<file path="src/ccd_pkg.sv">
package ccd_pkg;
  // Register offsets (byte addresses on the plain register port)
  localparam logic [9:0] ONE_CYCLES_OFS = 10'h193;
  localparam logic [9:0] ONE_CONTROL_OFS = 10'h194;
  localparam logic [9:0] ONE_ROUTING_OFS = 10'h195;
  localparam logic [9:0] TWO_CYCLES_OFS = 10'h196;
  localparam logic [9:0] TWO_CONTROL_OFS = 10'h197;
  localparam logic [9:0] TWO_ROUTING_OFS = 10'h198;
  localparam logic [9:0] SOURCE_SEL_OFS = 10'h1e1;
  // Field positions
  localparam int LOW_MSB = 7;
  localparam int LOW_LSB = 4;
  localparam int HIGH_MSB = 3;
  localparam int HIGH_LSB = 0;
  localparam int BYPASS_BIT = 7;
  localparam int NOSYNC_BIT = 6;
  localparam int FORCE_BIT = 5;
  localparam int START_BIT = 4;
  localparam int PHASE_MSB = 3;
  localparam int PHASE_LSB = 0;
  localparam int DIRECT_BIT = 1;
  localparam int DUTY_BIT = 0;
  // Reset values
  localparam logic [7:0] CYCLES_RST = 8'h00;
  localparam logic [7:0] ONE_CONTROL_RST = 8'h00;
  localparam logic [7:0] TWO_CONTROL_RST = 8'h80;
  localparam logic [7:0] ROUTING_RST = 8'h00;
  localparam logic [7:0] SOURCE_SEL_RST = 8'h00;
  // Distribution source select codes
  localparam logic [1:0] SRC_EXT = 2'h0;
  localparam logic [1:0] SRC_DIV = 2'h1;
  localparam logic [1:0] SRC_OSC = 2'h2;
endpackage : ccd_pkg

</file>
<file path="src/ccd_divider.sv">
module ccd_divider (
  // Clock and reset
  input wire logic clock,
  input wire logic reset_n,
  // Distribution clock enable, one pulse per input clock cycle
  input wire logic tick,
  // Settings
  input wire logic [3:0] low_cycles,
  input wire logic [3:0] high_cycles,
  input wire logic bypass,
  input wire logic nosync,
  input wire logic force_high,
  input wire logic start_high,
  input wire logic [3:0] phase,
  input wire logic sync,
  // Divided output
  output logic div_out
);
  typedef enum logic [1:0] {CCD_IDLE, CCD_DELAY, CCD_RUN} ccd_state_e;
  ccd_state_e st_q, st_d;
  logic [3:0] cnt_q, cnt_d;
  logic lvl_q, lvl_d;
  logic [3:0] len;

  // Length of the current half period
  assign len = lvl_q ? high_cycles : low_cycles;

  // Next state of the counter
  always_comb begin
    st_d = st_q;
    cnt_d = cnt_q;
    lvl_d = lvl_q;
    if (bypass) begin
      st_d = CCD_IDLE;
      cnt_d = 4'h0;
    end else if (nosync) begin
      st_d = CCD_IDLE;
      lvl_d = force_high;
      cnt_d = 4'h0;
    end else if (sync || st_q == CCD_IDLE) begin
      st_d = CCD_DELAY;
      lvl_d = start_high;
      cnt_d = phase;
    end else if (tick) begin
      case (st_q)
        CCD_DELAY: begin
          if (cnt_q == 4'h0) begin
            st_d = CCD_RUN;
            cnt_d = len;
          end else begin
            cnt_d = cnt_q - 4'h1;
          end
        end
        CCD_RUN: begin
          if (cnt_q == 4'h0) begin
            lvl_d = ~lvl_q;
            cnt_d = lvl_q ? low_cycles : high_cycles;
          end else begin
            cnt_d = cnt_q - 4'h1;
          end
        end
        default: st_d = CCD_IDLE;
      endcase
    end
  end

  // Counter registers
  always_ff @(posedge clock or negedge reset_n) begin
    if (!reset_n) begin
      st_q <= CCD_IDLE;
      cnt_q <= 4'h0;
      lvl_q <= 1'b0;
    end else begin
      st_q <= st_d;
      cnt_q <= cnt_d;
      lvl_q <= lvl_d;
    end
  end

  // Bypass passes the input clock through
  assign div_out = bypass ? tick : lvl_q;

  a_force_level: assert property (@(posedge clock) disable iff (!reset_n)
    (!bypass && nosync) |=> (bypass || div_out == $past(force_high))) else $error("forced level wrong");
  a_sync_start: assert property (@(posedge clock) disable iff (!reset_n)
    (!bypass && !nosync && sync) |=> (bypass || div_out == $past(start_high))) else $error("start level wrong");
endmodule : ccd_divider

</file>
<file path="src/ccd_router.sv">
module ccd_router (
  // Sources
  input wire logic div_out,
  input wire logic osc_clk,
  input wire logic ext_clk,
  // Routing controls
  input wire logic direct,
  input wire logic [1:0] source_sel,
  // Selected pair clock
  output logic pair_clk
);
  // Direct routing picks oscillator or external clock; code 01b leaves the divider
  always_comb begin
    pair_clk = div_out;
    if (direct) begin
      case (source_sel)
        ccd_pkg::SRC_OSC: pair_clk = osc_clk;
        ccd_pkg::SRC_EXT: pair_clk = ext_clk;
        ccd_pkg::SRC_DIV: pair_clk = div_out;
        default: pair_clk = div_out;
      endcase
    end
  end
endmodule : ccd_router

</file>
<file path="src/ccd_top.sv">
// What this block does
// - Output stays low for low-cycle field plus one input cycles.
// - Output stays high for high-cycle field plus one input cycles.
// - Control bit 7 bypasses the counter and passes input clock through.
// - Divider one resets used; divider two resets bypassed.
// - Control bit 6 set makes the divider ignore chip synchronisation.
// - Bit 5 forces static level, only with bit 6 also set.
// - Start-level bit picks whether divided clock starts low or high.
// - Four-bit phase offset delays starting phase in input cycles.
// - Direct bit routes oscillator (10b) or external clock (00b) to outputs.
// - Source select 01b makes the direct bit ineffective.
// - Routing bit 0 clear applies duty correction; set disables it.
// - Divider two is identical, cycles at divider_two_cycles, control at divider_two_control.
module ccd_top (
  // Clock and reset
  input wire logic clock,
  input wire logic reset_n,
  // Register port
  input wire logic [9:0] reg_addr,
  input wire logic [7:0] reg_wdata,
  input wire logic reg_write,
  input wire logic reg_read,
  output logic [7:0] reg_rdata,
  // Distribution sources, sampled as enables
  input wire logic osc_clk,
  input wire logic ext_clk,
  input wire logic chip_sync,
  // Channel one pair
  output logic pair_output_a,
  output logic pair_output_b,
  // Channel two pair
  output logic pair2_output_a,
  output logic pair2_output_b,
  // Duty correction enables
  output logic duty_fix_en_one,
  output logic duty_fix_en_two
);
  logic [7:0] cyc_q [2];
  logic [7:0] cyc_d [2];
  logic [7:0] ctl_q [2];
  logic [7:0] ctl_d [2];
  logic [7:0] rte_q [2];
  logic [7:0] rte_d [2];
  logic [7:0] src_q, src_d;
  logic [7:0] rd_q, rd_d;
  logic tick;
  logic [1:0] pair_clk;
  logic [1:0] pair_a_q, pair_b_q;

  // Distribution clock: oscillator or external per source select
  assign tick = (src_q[1:0] == ccd_pkg::SRC_OSC) ? osc_clk : ext_clk;

  // Register writes and read data
  always_comb begin
    cyc_d = cyc_q;
    ctl_d = ctl_q;
    rte_d = rte_q;
    src_d = src_q;
    rd_d = 8'h00;
    if (reg_write) begin
      case (reg_addr)
        ccd_pkg::ONE_CYCLES_OFS: cyc_d[0] = reg_wdata;
        ccd_pkg::ONE_CONTROL_OFS: ctl_d[0] = reg_wdata;
        ccd_pkg::ONE_ROUTING_OFS: rte_d[0] = reg_wdata & 8'h03;
        ccd_pkg::TWO_CYCLES_OFS: cyc_d[1] = reg_wdata;
        ccd_pkg::TWO_CONTROL_OFS: ctl_d[1] = reg_wdata;
        ccd_pkg::TWO_ROUTING_OFS: rte_d[1] = reg_wdata & 8'h03;
        ccd_pkg::SOURCE_SEL_OFS: src_d = reg_wdata & 8'h03;
        default: ;
      endcase
    end
    if (reg_read) begin
      case (reg_addr)
        ccd_pkg::ONE_CYCLES_OFS: rd_d = cyc_q[0];
        ccd_pkg::ONE_CONTROL_OFS: rd_d = ctl_q[0];
        ccd_pkg::ONE_ROUTING_OFS: rd_d = rte_q[0];
        ccd_pkg::TWO_CYCLES_OFS: rd_d = cyc_q[1];
        ccd_pkg::TWO_CONTROL_OFS: rd_d = ctl_q[1];
        ccd_pkg::TWO_ROUTING_OFS: rd_d = rte_q[1];
        ccd_pkg::SOURCE_SEL_OFS: rd_d = src_q;
        default: rd_d = 8'h00;
      endcase
    end
  end

  // Register storage
  always_ff @(posedge clock or negedge reset_n) begin
    if (!reset_n) begin
      cyc_q[0] <= ccd_pkg::CYCLES_RST;
      cyc_q[1] <= ccd_pkg::CYCLES_RST;
      ctl_q[0] <= ccd_pkg::ONE_CONTROL_RST;
      ctl_q[1] <= ccd_pkg::TWO_CONTROL_RST;
      rte_q[0] <= ccd_pkg::ROUTING_RST;
      rte_q[1] <= ccd_pkg::ROUTING_RST;
      src_q <= ccd_pkg::SOURCE_SEL_RST;
      rd_q <= 8'h00;
    end else begin
      cyc_q <= cyc_d;
      ctl_q <= ctl_d;
      rte_q <= rte_d;
      src_q <= src_d;
      rd_q <= rd_d;
    end
  end

  assign reg_rdata = rd_q;

  // One divider and router per channel
  for (genvar i = 0; i < 2; i++) begin : g_ch
    logic div_out;
    ccd_divider u_div (
      .clock(clock),
      .reset_n(reset_n),
      .tick(tick),
      .low_cycles(cyc_q[i][ccd_pkg::LOW_MSB:ccd_pkg::LOW_LSB]),
      .high_cycles(cyc_q[i][ccd_pkg::HIGH_MSB:ccd_pkg::HIGH_LSB]),
      .bypass(ctl_q[i][ccd_pkg::BYPASS_BIT]),
      .nosync(ctl_q[i][ccd_pkg::NOSYNC_BIT]),
      .force_high(ctl_q[i][ccd_pkg::FORCE_BIT]),
      .start_high(ctl_q[i][ccd_pkg::START_BIT]),
      .phase(ctl_q[i][ccd_pkg::PHASE_MSB:ccd_pkg::PHASE_LSB]),
      .sync(chip_sync),
      .div_out(div_out)
    );
    ccd_router u_rte (
      .div_out(div_out),
      .osc_clk(osc_clk),
      .ext_clk(ext_clk),
      .direct(rte_q[i][ccd_pkg::DIRECT_BIT]),
      .source_sel(src_q[1:0]),
      .pair_clk(pair_clk[i])
    );
  end

  // Output pairs registered
  always_ff @(posedge clock or negedge reset_n) begin
    if (!reset_n) begin
      pair_a_q <= 2'h0;
      pair_b_q <= 2'h0;
    end else begin
      pair_a_q <= pair_clk;
      pair_b_q <= pair_clk;
    end
  end

  assign pair_output_a = pair_a_q[0];
  assign pair_output_b = pair_b_q[0];
  assign pair2_output_a = pair_a_q[1];
  assign pair2_output_b = pair_b_q[1];
  assign duty_fix_en_one = ~rte_q[0][ccd_pkg::DUTY_BIT];
  assign duty_fix_en_two = ~rte_q[1][ccd_pkg::DUTY_BIT];

  a_read_data: assert property (@(posedge clock) disable iff (!reset_n)
    (reg_read && reg_addr == ccd_pkg::TWO_CONTROL_OFS && !reg_write) |=> (reg_rdata == ctl_q[1])) else $error("read data wrong");
  a_duty_ctl: assert property (@(posedge clock) disable iff (!reset_n)
    (reg_write && reg_addr == ccd_pkg::ONE_ROUTING_OFS) |=> (duty_fix_en_one == !$past(reg_wdata[0]))) else $error("duty bad");
  a_route_div: assert property (@(posedge clock) disable iff (!reset_n)
    (src_q[1:0] == ccd_pkg::SRC_DIV) |=> (pair_output_a == $past(g_ch[0].div_out))) else $error("route bad");
  a_route_osc: assert property (@(posedge clock) disable iff (!reset_n)
    (rte_q[0][1] && src_q[1:0] == ccd_pkg::SRC_OSC) |=> (pair_output_b == $past(osc_clk))) else $error("osc bad");
  a_reset_bypass: assert property (@(posedge clock) disable iff (!reset_n)
    $rose(reset_n) |-> (ctl_q[1][7] && !ctl_q[0][7])) else $error("bypass reset");
  a_bypass_pass: assert property (@(posedge clock) disable iff (!reset_n)
    (ctl_q[1][7] && !rte_q[1][1]) |=> (pair2_output_a == $past(tick))) else $error("bypass");
endmodule : ccd_top

</file>
<file path="config.mk">
export PLATFORM = sky130hd
export DESIGN_NAME = ccd_top
export DESIGN_NICKNAME = d
export VERILOG_FILES = /design/src/ccd_pkg.sv /design/src/ccd_divider.sv /design/src/ccd_router.sv /design/src/ccd_top.sv
export SDC_FILE = /design/constraint.sdc
export NUM_CORES = 1
export LEC_CHECK = 0
export ABC_CLOCK_PERIOD_IN_PS = 3000
export BUFFER_PORTS_ARGS = -buffer_cell sky130_fd_sc_hd__buf_4
export CORE_MARGIN = 8
export CORE_UTILIZATION = 30
export CTS_CLUSTER_SIZE = 24
export DETAILED_ROUTE_END_ITERATION = 16
export GPL_TIMING_DRIVEN = 1
export HOLD_SLACK_MARGIN = 0.03
export PLACE_DENSITY = 0.5
export SYNTH_ARGS = -nofsm -noshare
export SYNTH_HDL_FRONTEND = slang
export SYNTH_SLANG_ARGS = --single-unit
</file>
<file path="constraint.sdc">
create_clock -name clock -period 3 [get_ports clock]
set_clock_uncertainty 0.05 [all_clocks]
set_input_delay 0.75 -clock clock [delete_from_list [all_inputs] [get_ports clock]]
set_output_delay 0.75 -clock clock [all_outputs]
set_load 0.005 [all_outputs]
</file>
==> metrics.txt <==
Net Switching 0.862 mW; register area share after synthesis 44.7%; Final Hold Fails 0; die height 124 um; die area 15300 um^2; Int Power 1.93 mW; share of post-route cells with drive strength above 1 between 30% and 40%; RSZ-0062 raised after global routing false; Fin Setup TNS 0 ps; CTS resizes 0; fin crit share 77.9%; cell family with most CP delay simple AND/OR/NAND/NOR gates; IO Pins 39; crit-path max FO 8; fmax 428 MHz; mean post-synth cell area 10.9 um^2; relative slew slack 45.4%; crit path cell chain buf_4 -> and2b_1 -> nand4_2 -> nor2_2 -> and3b_1 -> mux2_2; Ys Warns 0; combinational power share around a quarter; pwr dens 665 nW/um^2; Vias/cell 5.20; maximum VDD drop 238 uV; Total GRT Usage 12.6%; Vias 2630; Post-Synthesis Cells 319; Switching Fraction 30.8%; Clock Latency Late Sink between 300 and 400 ps; WP buf/inv 1; RePlAce Congestion roughly 0.86; core area 11400 um^2; CP required 3150 ps; Pleak 1.92 nW; area leader, netlist dfrtp_1; Crit. End Element flop; largest net degree at the start of global routing 63; Worst-path clk slew 60 ps; port bufs 38; initial antenna violation count 0; ys flop type dfrtp_1; most frequent cell after synthesis dfrtp_1; number of setup buffers added after CTS 0; asr flop ratio synth 100%; HP Class in2async; WS Path Type in2reg; Final #Nets around 390; Post-synth EDFFs 0; Synth top cells by count 61 x dfrtp_1, 43 x mux2_2, 21 x a21oi_1; Routed WL per cell about 18 um; Post-DRT Antenna Nets 0; Slew @ Worst Pin 819 ps; Critical Path AT 2490 ps; diodes inserted 0; Initial Util 30.6%; Worst path max stage delay 450 ps; HPWL Detailed between 6000 and 7000 um; top area cells in the synthesized netlist dfrtp_1 44%, mux2_2 14%, ha_1 3.6%; CTS Buf Count 9; fin crit period roughly 2300 ps; row count 39; Final Slew Violations 0; clock share of power between 30 and 40%; outcome completed; # H-tree levels 3; FF+latch count, synth 62; Overflow after GRT 0; Synth top area share between 40% and 50%; CTS Hold Bufs 0; WL final 9100 um; CTS tree done; Clock Tree Root clkbuf_16; max-cap violations 0; vias in the first global route 2702; post-placement cell area 3890 um^2; slowest CP cell and3b_1; Final Setup Violations 0; clock sinks 62; Area Growth Syn to Fin 20.9%; first-pass GRT wire length 14700 um; DR pass1 iterations 5; DR DRC count 0; Seq pwr share 36.0%; Die X 124 um; Yosys cell types 62; post-route cell area 4200 um^2; 1st-iter DRT viols approximately 110; Cell Area, Synth 3480 um^2; Post-Synthesis Net Count roughly 350; CTS Buffer Depth 2; Critical Path Start Type input pin
-- metal layers --
layer	global-route usage [%]	up-vias	routed length (um)	part of all wire, %
met2	18.6	64	4030	44
li1	-	1245	-	-
met4	4.74	0	179	2.0
met5	0	-	0	0
met3	3.04	14	379	4.2
met1	17.4	1307	4520	50
-- cell families (layout without fill, tap and decap cells) --
group                      after synthesis  count (layout)  share of synthesized area (%)
and+or+nand+nor                         93              93                           15.6
AOI/OAI and AO/OA                       63              63                           12.1
buffers and inverters                   28              72                           3.53
muxes                                   59              59                           19.5
xor gates and xnor gates                 4               4                           1.01
DFF                                     62              62                           44.7
adders and majority gates               10              10                           3.60
-- cell type report --
class | instances | area (um^2)
clock inverters | 5 | 57.6
multi-input cells | 229 | 1800
fillers | 1129 | 7170
repair buffers | 40 | 300
well taps | 143 | 179
clock buffers | 11 | 253
flip-flops and latches | 62 | 1550
inverters | 16 | 60.1
-- path summary, 6_finish.rpt --
path,slack [ps],endpoint,cells after the start,from
max,660,cyc_q[1],6,reg_addr[9]
min,470,reg_rdata[2],1,reset_n
max reg2reg,860,g_ch[0].u_div.cnt_q[2],5,src_q[0]
min reg2reg,490,cyc_q[2],1,cyc_q[2]
max in group asynchronous,1890,ctl_q[6],1,reset_n
min in group clock,490,cyc_q[2],1,cyc_q[2]
-- state kept, by name, indices dropped and copies added (netlist names) --
| signal | flops |
|---|---|
| ctl_q | 16 |
| rte_q | 4 |
| cyc_q | 16 |
| pair_b_q | 2 |
| g_ch.u_div.st_q | 4 |
| g_ch.u_div.cnt_q | 8 |
| reg_rdata | 8 |
| g_ch.u_div.lvl_q | 2 |
| src_q | 2 |
-- cells in the final DEF, fill, tap and decap left out, types with 3 or more instances in the layout --
cell / instances
ha_1: 10
a22o_1: 4
nor4_1: 3
nand2_1: 19
or2_2: 3
a21oi_1: 21
nor2_1: 18
buf_4: 40
mux2i_1: 12
a22oi_1: 4
clkinvlp_4: 3
xor2_1: 3
mux2_2: 43
nand2b_1: 4
inv_1: 16
o21ai_0: 15
clkbuf_16: 9
nor3_1: 8
nand3_1: 8
nor2b_1: 4
nor4bb_1: 3
dfrtp_1: 61
-- power groups by stage --
stage,clock (mW),sequential [mW],combinational (mW)
floorplan,0,0.995,0.556
global placement,0,1.02,0.716
detailed placement,0,1.02,0.732
CTS,1.08,1.01,0.734
global route,1.13,1.02,0.829
finish,1.06,1.01,0.729
-- per-stage QoR --
stage	util, %	hold slack [ps]	setup WS [ps]	cells	total power [mW]
final	37.0	465	662	506	2.80
after global routing	37.0	495	502	506	2.98
after CTS	37.0	486	655	506	2.82
after detailed placement	34.2	474	313	490	1.75
after global placement	34.2	467	394	490	1.73
after floorplan	-	404	779	319	1.55
No activity file was read; power rests on OpenSTA's default activity.
